$ cat src/hms_pkg.sv
// Constants and types shared by the homing sequencer files
package hms_pkg;
  // Supported method numbers
  localparam logic [7:0] HMS_M_NEG_LIM = 8'h11; // 17
  localparam logic [7:0] HMS_M_POS_LIM = 8'h12; // 18
  localparam logic [7:0] HMS_M_19 = 8'h13;
  localparam logic [7:0] HMS_M_20 = 8'h14;
  localparam logic [7:0] HMS_M_21 = 8'h15;
  localparam logic [7:0] HMS_M_22 = 8'h16;
  localparam logic [7:0] HMS_M_23 = 8'h17;
  localparam logic [7:0] HMS_M_24 = 8'h18;
  localparam logic [7:0] HMS_M_25 = 8'h19;
  localparam logic [7:0] HMS_M_26 = 8'h1A;
  localparam logic [7:0] HMS_M_27 = 8'h1B;
  localparam logic [7:0] HMS_M_28 = 8'h1C;
  localparam logic [7:0] HMS_M_29 = 8'h1D;
  localparam logic [7:0] HMS_M_30 = 8'h1E;
  localparam logic [7:0] HMS_M_HERE = 8'h23; // 35
  // Status word values seen by the host
  localparam logic [15:0] HMS_STAT_FOUND = 16'h24DD; // 9437
  localparam logic [15:0] HMS_STAT_OTHER = 16'h0000;
  // Travel direction encoding
  localparam logic HMS_DIR_POS = 1'b1;
  localparam logic HMS_DIR_NEG = 1'b0;
  // Reset values
  localparam logic [2:0] HMS_SYNC_RST = 3'h0;
  // Sequencer states, one-hot
  typedef enum logic [3:0] {
    HMS_IDLE = 4'h1,
    HMS_SEARCH = 4'h2,
    HMS_DONE = 4'h4,
    HMS_ERROR = 4'h8
  } hms_state_e;
  // Decoded method behaviour
  typedef struct packed {
    logic valid;    // Method is supported
    logic no_move;  // Take present position
    logic lim_ref;  // A limit is the reference signal
    logic init_pos; // First move is positive
    logic rise;     // Stop edge is rising
    logic dir_chk;  // Stop edge only counts in one direction
    logic need_pos; // That direction is positive
  } hms_cfg_s;
endpackage : hms_pkg

$ cat src/hms_sequencer.sv
// Homing method sequencer for the stepper drive
`timescale 1ns/100ps
`default_nettype none
// Notes on behaviour
// RULE_01: Accept methods 17 to 30 and 35
// RULE_02: Method 17 references the negative limit
// RULE_03: Method 18 references the positive limit
// RULE_04: Methods 19-22 home switch only, set start direction
// RULE_05: Methods 19, 21 stop on switch falling edge
// RULE_06: Methods 20, 22 stop on switch rising edge
// RULE_07: Methods 23-26 start positive, use positive limit
// RULE_08: Methods 23-26 reverse at positive limit
// RULE_09: Methods 27-30 start negative, use negative limit
// RULE_10: Methods 27-30 reverse at negative limit
// RULE_11: Methods 23, 30 stop falling edge moving negative
// RULE_12: Methods 24, 29 stop rising edge moving positive
// RULE_13: Methods 25, 28 stop rising edge moving negative
// RULE_14: Methods 26, 27 stop falling edge moving positive
// RULE_15: Method 35 no motion, present position is home
// RULE_16: Report status 9437 once homing found
// RULE_17: Unsupported method refuses start and flags error
// RULE_18: On stop load home position, hold done flag
module hms_sequencer
  import hms_pkg::*;
#(
  parameter int POS_W = 32 // Position counter width
) (
  input wire logic sys_clk,
  input wire logic rst_n,
  input wire logic [7:0] method_sel,
  input wire logic start,
  input wire logic [POS_W-1:0] home_pos,
  input wire logic step_tick,
  input wire logic neg_limit,
  input wire logic pos_limit,
  input wire logic home_sw,
  output logic motor_run,
  output logic motor_dir,
  output logic busy,
  output logic home_done,
  output logic method_err,
  output logic [15:0] status_word,
  output logic [POS_W-1:0] position
);

  // Decode a method number into its search behaviour
  function automatic hms_cfg_s method_cfg(input logic [7:0] m);
    hms_cfg_s c;
    c = '0;
    case (m)
      HMS_M_NEG_LIM: begin // see RULE_02
        c.valid = 1'b1;
        c.lim_ref = 1'b1;
      end
      HMS_M_POS_LIM: begin // see RULE_03
        c.valid = 1'b1;
        c.lim_ref = 1'b1;
        c.init_pos = 1'b1;
      end
      HMS_M_19: c = '{1'b1, 1'b0, 1'b0, 1'b1, 1'b0, 1'b0, 1'b0}; // see RULE_04 see RULE_05
      HMS_M_20: c = '{1'b1, 1'b0, 1'b0, 1'b1, 1'b1, 1'b0, 1'b0}; // see RULE_04 see RULE_06
      HMS_M_21: c = '{1'b1, 1'b0, 1'b0, 1'b0, 1'b0, 1'b0, 1'b0}; // see RULE_04 see RULE_05
      HMS_M_22: c = '{1'b1, 1'b0, 1'b0, 1'b0, 1'b1, 1'b0, 1'b0}; // see RULE_04 see RULE_06
      HMS_M_23: c = '{1'b1, 1'b0, 1'b0, 1'b1, 1'b0, 1'b1, 1'b0}; // see RULE_07 see RULE_11
      HMS_M_24: c = '{1'b1, 1'b0, 1'b0, 1'b1, 1'b1, 1'b1, 1'b1}; // see RULE_07 see RULE_12
      HMS_M_25: c = '{1'b1, 1'b0, 1'b0, 1'b1, 1'b1, 1'b1, 1'b0}; // see RULE_07 see RULE_13
      HMS_M_26: c = '{1'b1, 1'b0, 1'b0, 1'b1, 1'b0, 1'b1, 1'b1}; // see RULE_07 see RULE_14
      HMS_M_27: c = '{1'b1, 1'b0, 1'b0, 1'b0, 1'b0, 1'b1, 1'b1}; // see RULE_09 see RULE_14
      HMS_M_28: c = '{1'b1, 1'b0, 1'b0, 1'b0, 1'b1, 1'b1, 1'b0}; // see RULE_09 see RULE_13
      HMS_M_29: c = '{1'b1, 1'b0, 1'b0, 1'b0, 1'b1, 1'b1, 1'b1}; // see RULE_09 see RULE_12
      HMS_M_30: c = '{1'b1, 1'b0, 1'b0, 1'b0, 1'b0, 1'b1, 1'b0}; // see RULE_09 see RULE_11
      HMS_M_HERE: begin // see RULE_15
        c.valid = 1'b1;
        c.no_move = 1'b1;
      end
      default: c = '0; // Anything else is unsupported, see RULE_01
    endcase
    return c;
  endfunction : method_cfg

  // Filtered switch levels
  logic neg_lvl;
  logic pos_lvl;
  logic home_lvl;

  hms_in_sync u_sync_neg (
    .sys_clk(sys_clk),
    .rst_n(rst_n),
    .pin_in(neg_limit),
    .level_out(neg_lvl)
  );
  hms_in_sync u_sync_pos (
    .sys_clk(sys_clk),
    .rst_n(rst_n),
    .pin_in(pos_limit),
    .level_out(pos_lvl)
  );
  hms_in_sync u_sync_home (
    .sys_clk(sys_clk),
    .rst_n(rst_n),
    .pin_in(home_sw),
    .level_out(home_lvl)
  );

  // Sequencer state
  hms_state_e state_reg, state_next;
  hms_cfg_s cfg_reg, cfg_next; // Method latched at start
  logic dir_reg, dir_next; // Present travel direction
  logic done_reg, done_next; // Homing complete flag
  logic err_reg, err_next; // Bad method flag
  logic [15:0] stat_reg, stat_next; // Status word to host
  logic [POS_W-1:0] pos_reg, pos_next; // Position counter
  logic [2:0] prev_reg, prev_next; // Last levels: home, pos, neg

  // Edge and limit terms derived from the filtered levels
  logic home_rise;
  logic home_fall;
  logic lim_ahead; // Limit in the direction of travel is active
  logic lim_ahead_fall; // That limit just went inactive
  logic stop_hit;

  always_comb begin
    home_rise = home_lvl & ~prev_reg[2];
    home_fall = ~home_lvl & prev_reg[2];
    lim_ahead = (dir_reg == HMS_DIR_POS) ? pos_lvl : neg_lvl;
    lim_ahead_fall = (dir_reg == HMS_DIR_POS) ? (~pos_lvl & prev_reg[1])
                                              : (~neg_lvl & prev_reg[0]);
    // Switch edge of the right kind, in the right direction if it matters
    stop_hit = (cfg_reg.rise ? home_rise : home_fall) &
               (~cfg_reg.dir_chk | (dir_reg == cfg_reg.need_pos)); // see RULE_11 see RULE_12
  end

  // Next-state logic for the sequencer
  always_comb begin
    state_next = state_reg;
    cfg_next = cfg_reg;
    dir_next = dir_reg;
    done_next = done_reg;
    err_next = err_reg;
    stat_next = stat_reg;
    pos_next = pos_reg;
    prev_next = {home_lvl, pos_lvl, neg_lvl};
    // Count steps while the motor runs
    if ((state_reg == HMS_SEARCH) && step_tick) begin
      pos_next = (dir_reg == HMS_DIR_POS) ? pos_reg + POS_W'(1) : pos_reg - POS_W'(1);
    end
    case (state_reg)
      HMS_IDLE, HMS_DONE, HMS_ERROR: begin
        if (start) begin
          // Done is held until the next start, see RULE_18
          done_next = 1'b0;
          stat_next = HMS_STAT_OTHER;
          cfg_next = method_cfg(method_sel);
          if (!method_cfg(method_sel).valid) begin
            state_next = HMS_ERROR; // Refuse without motion, see RULE_17
            err_next = 1'b1;
          end else if (method_cfg(method_sel).no_move) begin
            state_next = HMS_DONE; // Present position is home, see RULE_15
            pos_next = home_pos;
            done_next = 1'b1;
            err_next = 1'b0;
            stat_next = HMS_STAT_FOUND; // see RULE_16
          end else begin
            state_next = HMS_SEARCH;
            err_next = 1'b0;
            dir_next = method_cfg(method_sel).init_pos; // see RULE_04 see RULE_07 see RULE_09
          end
        end
      end
      HMS_SEARCH: begin
        if (cfg_reg.lim_ref) begin
          // Limit methods: run into the limit, back off, home where it releases
          if (lim_ahead && (dir_reg == cfg_reg.init_pos)) begin
            dir_next = ~dir_reg; // see RULE_02 see RULE_03
          end else if ((dir_reg != cfg_reg.init_pos) &&
                       (cfg_reg.init_pos ? (~pos_lvl & prev_reg[1])
                                         : (~neg_lvl & prev_reg[0]))) begin
            state_next = HMS_DONE; // see RULE_02 see RULE_03
          end
        end else if (stop_hit) begin
          // Switch edge wins over a limit seen in the same cycle
          state_next = HMS_DONE; // see RULE_05 see RULE_06 see RULE_13 see RULE_14
        end else if (lim_ahead) begin
          // A limit in the travel direction turns the axis around
          dir_next = ~dir_reg; // see RULE_08 see RULE_10
        end
        if (state_next == HMS_DONE) begin
          pos_next = home_pos; // see RULE_18
          done_next = 1'b1;
          stat_next = HMS_STAT_FOUND; // see RULE_16
        end
      end
      default: state_next = HMS_IDLE;
    endcase
  end

  // Sequencer registers
  always_ff @(posedge sys_clk or negedge rst_n) begin
    if (!rst_n) begin
      state_reg <= HMS_IDLE;
      cfg_reg <= '0;
      dir_reg <= HMS_DIR_POS;
      done_reg <= 1'b0;
      err_reg <= 1'b0;
      stat_reg <= HMS_STAT_OTHER;
      pos_reg <= '0;
      prev_reg <= HMS_SYNC_RST;
    end else begin
      state_reg <= state_next;
      cfg_reg <= cfg_next;
      dir_reg <= dir_next;
      done_reg <= done_next;
      err_reg <= err_next;
      stat_reg <= stat_next;
      pos_reg <= pos_next;
      prev_reg <= prev_next;
    end
  end

  // Outputs; run and busy are decoded straight from state flops
  assign motor_run = (state_reg == HMS_SEARCH);
  assign busy = (state_reg == HMS_SEARCH);
  assign motor_dir = dir_reg;
  assign home_done = done_reg;
  assign method_err = err_reg;
  assign status_word = stat_reg;
  assign position = pos_reg;
endmodule : hms_sequencer
`default_nettype wire

$ cat src/hms_in_sync.sv
// Three-stage input synchroniser with agreement filter
`timescale 1ns/100ps
`default_nettype none
module hms_in_sync
  import hms_pkg::*;
(
  input wire logic sys_clk,
  input wire logic rst_n,
  input wire logic pin_in,
  output logic level_out
);
  logic [2:0] chain_reg; // Bit 0 is only read by bit 1
  logic [2:0] chain_next;
  logic level_reg; // Accepted level
  logic level_next;

  // Shift the pin in; accept a new level once stages two and three agree
  always_comb begin
    chain_next = {chain_reg[1:0], pin_in};
    level_next = (chain_reg[1] == chain_reg[2]) ? chain_reg[2] : level_reg;
  end

  // Register only
  always_ff @(posedge sys_clk or negedge rst_n) begin
    if (!rst_n) begin
      chain_reg <= HMS_SYNC_RST;
      level_reg <= 1'b0;
    end else begin
      chain_reg <= chain_next;
      level_reg <= level_next;
    end
  end

  assign level_out = level_reg;
endmodule : hms_in_sync
`default_nettype wire

$ cat config.mk
export PLATFORM = sky130hd
export DESIGN_NAME = hms_sequencer
export DESIGN_NICKNAME = d
export VERILOG_FILES = /design/src/hms_pkg.sv /design/src/hms_sequencer.sv /design/src/hms_in_sync.sv
export SDC_FILE = /design/constraint.sdc
export NUM_CORES = 1
export LEC_CHECK = 0
export BUFFER_PORTS_ARGS = -buffer_cell sky130_fd_sc_hd__buf_2
export CORE_UTILIZATION = 43
export DETAILED_ROUTE_END_ITERATION = 6
export PLACE_DENSITY_LB_ADDON = 0.12
export SETUP_SLACK_MARGIN = 0.2
export SYNTH_ARGS = -nofsm -noshare
export SYNTH_HDL_FRONTEND = slang
export SYNTH_SLANG_ARGS = --single-unit
$ cat constraint.sdc
create_clock -name sys_clk -period 3.9 [get_ports sys_clk]
set_input_delay 0.975 -clock sys_clk [delete_from_list [all_inputs] [get_ports sys_clk]]
set_output_delay 0.975 -clock sys_clk [all_outputs]
set_load 0.05 [all_outputs]
## Word level (Yosys, flattened, before mapping)

Cells that the tools add are included.

| operators by class | value |
|---|---|
| reductions and logical operators | 16 |
| eq/ne operators | 33 |
| muxes and demuxes | 48 |
| bitwise logic cells | 12 |
| $add $sub $neg | 2 |

Operators by type and width:

| cell | count |
|---|---|
| $mux 32 | 6 |
| $eq 8x5->1 const B | 14 |
| $pmux 32 s2 | 1 |
| $add 32x1->32 const B | 1 |
| $mux 16 | 2 |
| $pmux 16 s2 | 1 |
| $sub 32x1->32 const B | 1 |
| $mux 14 | 2 |
| $mux 4 | 7 |
| $mux 1 | 24 |
| $pmux 3 s5 | 1 |
| $reduce_or 15->1 | 1 |
| $reduce_or 2->1 | 6 |
| $eq 4x3->1 const B | 2 |
| $eq 8x6->1 const B | 1 |
| $pmux 4 s2 | 1 |
| $reduce_and 7->1 | 1 |
| $reduce_or 7->1 | 1 |
| $ne 2x2->1 const B | 3 |
| $not 1->1 | 6 |
| $and 1x1->1 | 5 |
| $eq 1x1->1 | 5 |
| $eq 4x1->1 const B | 1 |
| $eq 4x2->1 const B | 1 |
| other kinds (14) | 17 |

| word-level totals | value |
|---|---|
| output and inout port bits | 53 |
| word-level logic and storage cells | 129 |
| flip-flop bits (word level) | 75 |
| bits of input ports | 47 |

## Logic depth before layout (Yosys ltp)

Gate-level depths: netlist of run 1.

| depth | value |
|---|---|
| depth after elaboration | 12 |
| mapped depth | 13 |
| mapped depth without buffers | 11 |

## Cells and area by module

From an unflattened synthesis of run 1, not the netlist that was laid out.

| second synthesis, totals | value |
|---|---|
| cell total of the unflattened synthesis | 535 |
| area total of the unflattened synthesis | 4,490.6 um2 |

Modules (own cells, without submodules):

| module | seq. area each (um2) | cells each | area each (um2) | instances |
|---|---|---|---|---|
| hms_sequencer | 1,178.6 | 520 | 4,156.5 | 1 |
| hms_in_sync | 100.1 | 5 | 111.4 | 3 |

## Least setup slack after synthesis of run 1

OpenSTA, ideal clock, no wires.

| timing path | value |
|---|---|
| path kind | flip-flop to flip-flop |
| from | reg dir_reg, in the netlist motor_dir |
| to | reg pos_reg[29], in the netlist position[29] |
| stages on the path, launching flop included | 13 |
| library setup time | 0.132 ns |
| buffers on the path | 1 |
| arrival time | 3.389 ns |
| data required time | 3.768 ns |
| slack | 0.379 ns |
| period minus slack after synthesis | 3.521 ns |
| cells stage by stage | dfstp_2 buf_2 inv_1 ha_1 a211oi_1 o211ai_2 a41oi_2 o21ai_1 a31oi_1 o21ai_1 a41oi_2 mux2i_1 o211ai_1 |

| on the way | value |
|---|---|
| longest elaborated chain between the ends | 9 |
| elaborated cells on any way between the ends | 21 |
| classes of those cells | eq/ne: 4; mux: 13; bitwise: 2; reduce/logical: 2 |

RTL lines:

| item | RTL line | source |
|---|---|---|
| start, declared | hms_sequencer.sv:108 | `logic dir_reg, dir_next;` |
| start signal, assigned | hms_sequencer.sv:211 | `dir_reg <= dir_next;` |
| $eq 1x1->1 or $ne 1x1->1 (tied branches) | hms_sequencer.sv:130, hms_sequencer.sv:175 |  |
| $or 1x1->1 or $logic_and 1x1->1 (tied branches) | hms_sequencer.sv:130, hms_sequencer.sv:175 |  |
| $and 1x1->1 or $mux 4 (tied branches) | hms_sequencer.sv:129, hms_sequencer.sv:175 |  |
| $mux 4, on equally long branches | hms_sequencer.sv:180, hms_sequencer.sv:173 |  |
| $mux 4 | hms_sequencer.sv:171 | `if (cfg_reg.lim_ref) begin` |
| $mux 4 | hms_sequencer.sv:147 | `case (state_reg)` |
| $eq 4x3->1 | hms_sequencer.sv:187 | `if (state_next == HMS_DONE) begin` |
| $mux 32 | hms_sequencer.sv:187 |  |
| $pmux 32 s2 * | hms_sequencer.sv:147 |  |
| named net pos_next[29] | hms_sequencer.sv:112 | `logic [POS_W-1:0] pos_reg, pos_next;` |
| end signal, assigned | hms_sequencer.sv:215 | `pos_reg <= pos_next;` |
| end, declared | hms_sequencer.sv:112 |  |

Mark *: on every way through the listed nets, which the timed path passes. The rest lies on a longest branch. The select of a mux whose other input is x is not followed.
A chain may end at the register's enable or synchronous reset.

## Final worst setup path of run 1

Ends and elaborated chain as after synthesis.

==> flow_metrics.env, run 1 <==
export IMPL_io_buffers=91
export IMPL_clock_fmax_mhz=293
export IMPL_highest_layer="met4"
export IMPL_power_mw=3.63
export IMPL_worstHoldEndpoint="u_sync_neg.chain_reg[1]"
export IMPL_die_area_um2=11000
export IMPL_slowest_stage="dfstp_2"
export IMPL_worst_path_largest_cell_delay_ns=0.67
export IMPL_clk_pin_slew_ns=0.08
export IMPL_post_drt_wl_per_cell_um=14.5
export IMPL_min_path_type="flop to flop"
export IMPL_first_iter_violations=199
export IMPL_h_tree_depth=3
export IMPL_die_y_um=105
export IMPL_synth_area_per_cell_um2=8.44
export IMPL_n_fill_cell=998
export IMPL_synth_top_cell_area_share_pct=31.2
export IMPL_synth_top_cells_by_area="dfrtp_1 (31%), ha_1 (8.2%), a21oi_1 (7.0%), nand2_1 (6.0%), nor2_1 (3.9%)"
export IMPL_finalSetupTns_ns=0
export IMPL_grt_pass1_vias=3946
export IMPL_cp_arrival_ns=3.64
export IMPL_area_growth_pct=14.8
export IMPL_ant_nets=0
export IMPL_cts_tree="done"
export IMPL_netlist_instances=541
export IMPL_rr_startpoint="motor_dir"
export IMPL_postCtsSetupBuffers=0
export IMPL_root_buffer="clkbuf_8"
export IMPL_antenna_found_initial=0
export IMPL_synth_top_cell_by_area="dfrtp_1"
export IMPL_rsz0062_at_grt="no"
export IMPL_yosysUniqueCellTypes=77
export IMPL_regArea_um2=1480
export IMPL_gr_usage_all_layers_pct=21.1
export IMPL_relSlewSlack_pct=44.6
export IMPL_cts_sinks=59
export IMPL_whs_path_depth=0
export IMPL_cts_resized=0
export IMPL_clock_skew_ns=0.0133
export IMPL_floorplan_initialDensity_pct=44.2
export IMPL_min_delay_start="u_sync_neg.chain_reg[0]"
export IMPL_ys_flop_type="dfrtp_1"
export IMPL_drive_gt1_share_pct=23.0
export IMPL_synth_edff_count=0
export IMPL_grt_max_degree=60
export IMPL_wirelength_mm=11.0
export IMPL_dr_wl_met2_mm=5.34
export IMPL_rr_worst_depth=11
export IMPL_routed_wl_met3_um=414
export IMPL_ys_seq_area_share_pct=32.4
export IMPL_end_kind="flop"
export IMPL_num_nets_final=695
export IMPL_hpwl_mm=8.12
export IMPL_rows=37
export IMPL_via_per_inst=5.46
export IMPL_routedLengthMet1_mm=5.09
export IMPL_r2r_end="position[29]"
export IMPL_critPathRequiredTime_ns=4.13
export IMPL_tightest_slew_ns=0.831
export IMPL_outcome="complete, no violations"
export IMPL_cp_start_kind="flop"
export IMPL_leakage_nw=2.50
export IMPL_final_cell_mix="buf_2 (91), nand2_1 (73), a21oi_1 (64)"
export IMPL_cpMostUsedCell="a21o_1"
export IMPL_setup_violations_final=0
export IMPL_multi_input_area_um2=2800
export IMPL_vias=4140
export IMPL_dr_pass1_iters=4
export IMPL_clock_path_buffers=2
export IMPL_largest_register_ffs=32
export IMPL_fin_crit_ns=3.41
export IMPL_ios=100
export IMPL_netlist_area_um2=4570
export IMPL_slew_violations=0
export IMPL_gr_total_overflow=0
export IMPL_crit_fanout=14
export IMPL_place_congestion=0.835
export IMPL_final_common_cell="buf_2"
export IMPL_r2r_slack_ns=0.49
export IMPL_core_area_um2=10300
export IMPL_clk_latency_ns=0.36
export IMPL_async_flop_share_pct=100
export IMPL_diodes=0
export IMPL_die_w_um=105
export IMPL_fin_crit_sh_pct=87.4
export IMPL_finalHoldViolCount=0
export IMPL_grt_pass1_wl_mm=18.6
export IMPL_ys_ff_latch=59
export IMPL_drv_cap=0
export IMPL_power_density_nw_per_um2=691
export IMPL_crit_type="flop to flop"
export IMPL_ir_worst_vdd_uv=311
export IMPL_postCtsHoldBufs=0
export IMPL_drc=0
export IMPL_synth_yosys_warnings=0
export IMPL_cts_buffers=9
export IMPL_cp_cell_sequence="inv_1 > buf_4 > ha_1 > a21o_1 > a21o_1 > a221o_1 > a31oi_1 > o21ai_1 > a41oi_2 > mux2i_1 > o211ai_1"
routing by layer:
layer | GRT usage (%) | vias to the layer above
li1 | - | 2091
met1 | 27.0 | 1944
met2 | 36.0 | 93
met3 | 3.81 | 12
met4 | 6.44 | 0
met5 | 0 | -
layout make-up:
| class | instances | area share [%] |
|---|---|---|
| flip-flops and latches | 59 | 28.2 |
| clock inverters | 7 | 1.91 |
| repair buffers | 98 | 9.93 |
| inverters | 12 | 0.883 |
| multi-input cells | 437 | 53.5 |
| clock buffers | 9 | 2.36 |
| well taps | 136 | 3.25 |
critical path, delay by kind of cell, from the launching register on:
kind	cells	cell delay, ns
AO/OA/AOI/OAI	7	1.55
adder cells (fa/ha/maj)	1	0.40
buffers and inverters	2	0.47
flip-flops	1	0.67
multiplexers	1	0.21
cells in the mapped netlist (3+ instances only):
library cell and n:
a211oi_1 5, a21o_1 19, a21oi_1 64, a31o_2 4
a31oi_1 9, and3_1 9, buf_4 17, clkbuf_1 15
clkbuf_8 5, dfrtp_1 57, ha_1 30, inv_1 11
maj3_1 3, mux2i_1 4, nand2_1 73, nand3_1 12
nand4_1 5, nor2_1 48, nor2b_1 5, nor3_1 9
o211ai_1 8, o21a_1 3, o21ai_0 32, o21ai_1 4
o21bai_1 3, xnor2_1 17, xor2_1 9
power by group:
| part | internal [mW] | switching [mW] |
|---|---|---|
| clock network | 0.364 | 0.284 |
| registers | 0.796 | 0.167 |
| logic | 0.598 | 1.42 |
how the worst max path moves through the flow:
stage / from / endpoint
2_1_floorplan: motor_dir / position[29]
3_3_place_gp: motor_dir / position[29]
3_5_place_dp: motor_dir / position[29]
4_1_cts: motor_dir / position[29]
5_1_grt: motor_dir / position[29]
6_report: motor_dir / position[29]
cell families (layout without fill, tap and decap cells):
logic type,Yosys count,count (layout),synth area share (%)
AO/OA/AOI/OAI,182,182,26.4
XOR/XNOR,26,26,4.99
adder cells (fa/ha/maj),34,34,9.32
buffers and inverters,52,126,7.01
flip-flops,59,59,32.4
multiplexers,4,4,0.877
other,1,8,0.0821
AND/OR/NAND/NOR,183,183,19.0
per-stage QoR:
step | area, um^2 | worst slack, ns | instances | util, % | hold slack [ns]
2_1_floorplan | 4590 | 0.379 | 548 | - | 0.331
3_3_place_gp | 5020 | 0.600 | 742 | 48.6 | 0.335
3_5_place_dp | 5020 | 0.513 | 742 | 48.6 | 0.335
4_1_cts | 5240 | 0.497 | 758 | 50.8 | 0.352
5_1_grt | 5240 | 0.246 | 758 | 50.8 | 0.357
6_report | 5240 | 0.491 | 758 | 50.8 | 0.351
(Power assumes the default switching activity.)
==> run 2, diff against run 1 <==
--- a/config.mk
+++ b/config.mk
@@ -6,7 +6,7 @@
 export NUM_CORES = 1
 export LEC_CHECK = 0
 export BUFFER_PORTS_ARGS = -buffer_cell sky130_fd_sc_hd__buf_2
-export CORE_UTILIZATION = 43
+export CORE_UTILIZATION = 45
 export DETAILED_ROUTE_END_ITERATION = 6
 export PLACE_DENSITY_LB_ADDON = 0.12
 export SETUP_SLACK_MARGIN = 0.2
==> run 2 against run 1 <==
Effect of this change: power fell by 3.4%; critical path depth rose by 1; via count decreased by 0.14%; largest power group unchanged.
==> flow_metrics.env, run 2 (synthesis results as in run 1) <==
export IMPL_rsz0062_at_grt="no"
export IMPL_comb_power_share_pct=57.7
export IMPL_dr_pass1_iters=5
export IMPL_gr_total_overflow=0
export IMPL_hold_slack_ns=0.349
export IMPL_cp_arrival_ns=3.64
export IMPL_multi_input_area_um2=2800
export IMPL_dp_slack_ns=0.501
export IMPL_postCtsHoldBufs=0
export IMPL_ios=100
export IMPL_power_density_nw_per_um2=674
export IMPL_cts_tree="done"
export IMPL_h_tree_depth=3
export IMPL_io_buffers=91
export IMPL_clockPowerShare_pct=14.8
export IMPL_rows=36
export IMPL_min_path_type="flop to flop"
export IMPL_dr_wl_met2_mm=5.42
export IMPL_cts_resized=0
export IMPL_drc=0
export IMPL_drive_gt1_share_pct=23.1
export IMPL_end_kind="flop"
export IMPL_cts_sinks=59
export IMPL_drv_cap=0
export IMPL_die_w_um=103
export IMPL_cp_start_kind="flop"
export IMPL_crit_type="flop to flop"
export IMPL_regArea_um2=1480
export IMPL_grt_pass1_wl_mm=18.4
export IMPL_root_buffer="clkbuf_8"
export IMPL_placed_area_um2=5020
export IMPL_grt_max_degree=39
export IMPL_final_cell_mix="buf_2 (91), nand2_1 (73), a21oi_1 (64)"
export IMPL_hpwl_mm=8.44
export IMPL_wirelength_mm=11.3
export IMPL_postCtsSetupBuffers=0
export IMPL_n_fill_cell=980
export IMPL_grt_pass1_vias=3818
export IMPL_antenna_found_initial=0
export IMPL_final_core_util_pct=52.9
export IMPL_ir_worst_vdd_uv=362
export IMPL_finalHoldViolCount=0
export IMPL_fin_crit_sh_pct=87.8
export IMPL_clock_skew_ns=0.00644
export IMPL_area_growth_pct=13.7
export IMPL_clk_latency_ns=0.34
export IMPL_leakage_nw=2.48
export IMPL_die_area_um2=10600
export IMPL_finalSetupTns_ns=0
export IMPL_critPathRequiredTime_ns=4.11
export IMPL_core_area_um2=9820
export IMPL_largest_register_ffs=32
export IMPL_relSlewSlack_pct=52.7
export IMPL_cts_buffers=9
export IMPL_post_drt_wl_per_cell_um=14.9
export IMPL_setup_violations_final=0
export IMPL_vias=4134
export IMPL_gr_usage_all_layers_pct=22.4
export IMPL_ant_nets=0
export IMPL_clk_pin_slew_ns=0.07
export IMPL_switching_power_mw=1.86
export IMPL_place_congestion=0.902
export IMPL_p_seq_share_pct=27.5
export IMPL_fin_cells=757
export IMPL_outcome="complete, no violations"
export IMPL_final_common_cell="buf_2"
export IMPL_diodes=0
export IMPL_highest_layer="met4"
export IMPL_internal_power_mw=1.64
export IMPL_num_nets_final=697
export IMPL_postLayoutCellArea_um2=5190
export IMPL_fin_crit_ns=3.42
export IMPL_switching_share_pct=53.1
export IMPL_slew_violations=0
export IMPL_routed_wl_met3_um=327
export IMPL_routedLengthMet1_mm=5.44
export IMPL_first_iter_violations=134
export IMPL_crit_fanout=28
export IMPL_die_y_um=103
export IMPL_floorplan_initialDensity_pct=46.5
export IMPL_layout_setup_ws_ns=0.475
export IMPL_placedCellCount=741
export IMPL_clock_fmax_mhz=292
export IMPL_via_per_inst=5.46
export IMPL_power_mw=3.50
export IMPL_clock_path_buffers=2
export IMPL_tightest_slew_ns=0.708
[run 2: critical path: stages, from the launching register on]
cell      delay (ns)
dfstp_2         0.66
inv_1           0.15
buf_4           0.27
ha_1            0.39
a21oi_1         0.18
o211ai_2        0.18
a41oi_2         0.26
o21ai_1         0.11
a31oi_1         0.34
o21ai_1         0.19
a41oi_2         0.23
mux2i_1         0.22
o211ai_1        0.11
[run 2: cell type report]
cell class / instances / share of cell area (%)
multi-input cells: 437 / 53.9
flip-flops and latches: 59 / 28.5
repair buffers: 100 / 10.1
well taps: 133 / 3.20
clock buffers: 10 / 2.65
inverters: 12 / 0.891
clock inverters: 6 / 0.771
[run 2: worst paths after layout]
check,slack [ns],start,to,cells past startpoint
setup / recovery,0.48,motor_dir,position[29],12
hold / removal,0.35,u_sync_pos.chain_reg[0],u_sync_pos.chain_reg[1],0
setup reg to reg,0.48,motor_dir,position[29],12
hold reg to reg,0.35,u_sync_pos.chain_reg[0],u_sync_pos.chain_reg[1],0
max in group asynchronous,2.38,rst_n,motor_dir,2
min in group asynchronous,0.61,rst_n,position[3],1
[run 2: power by group through the flow]
stage / registers, mW / logic (mW) / clock network, mW
2_1_floorplan: 1.46 / 1.15 / 0
3_3_place_gp: 0.972 / 2.01 / 0
3_5_place_dp: 0.977 / 2.01 / 0
4_1_cts: 0.967 / 2.02 / 0.532
5_1_grt: 0.992 / 2.20 / 0.561
6_report: 0.964 / 2.02 / 0.518
[run 2: per-layer routing]
metal / global-route usage, % / vias to the layer above
li1: - / 2087
met1: 30.0 / 1954
met2: 38.2 / 82
met3: 2.64 / 11
met4: 6.18 / 0
met5: 0 / -
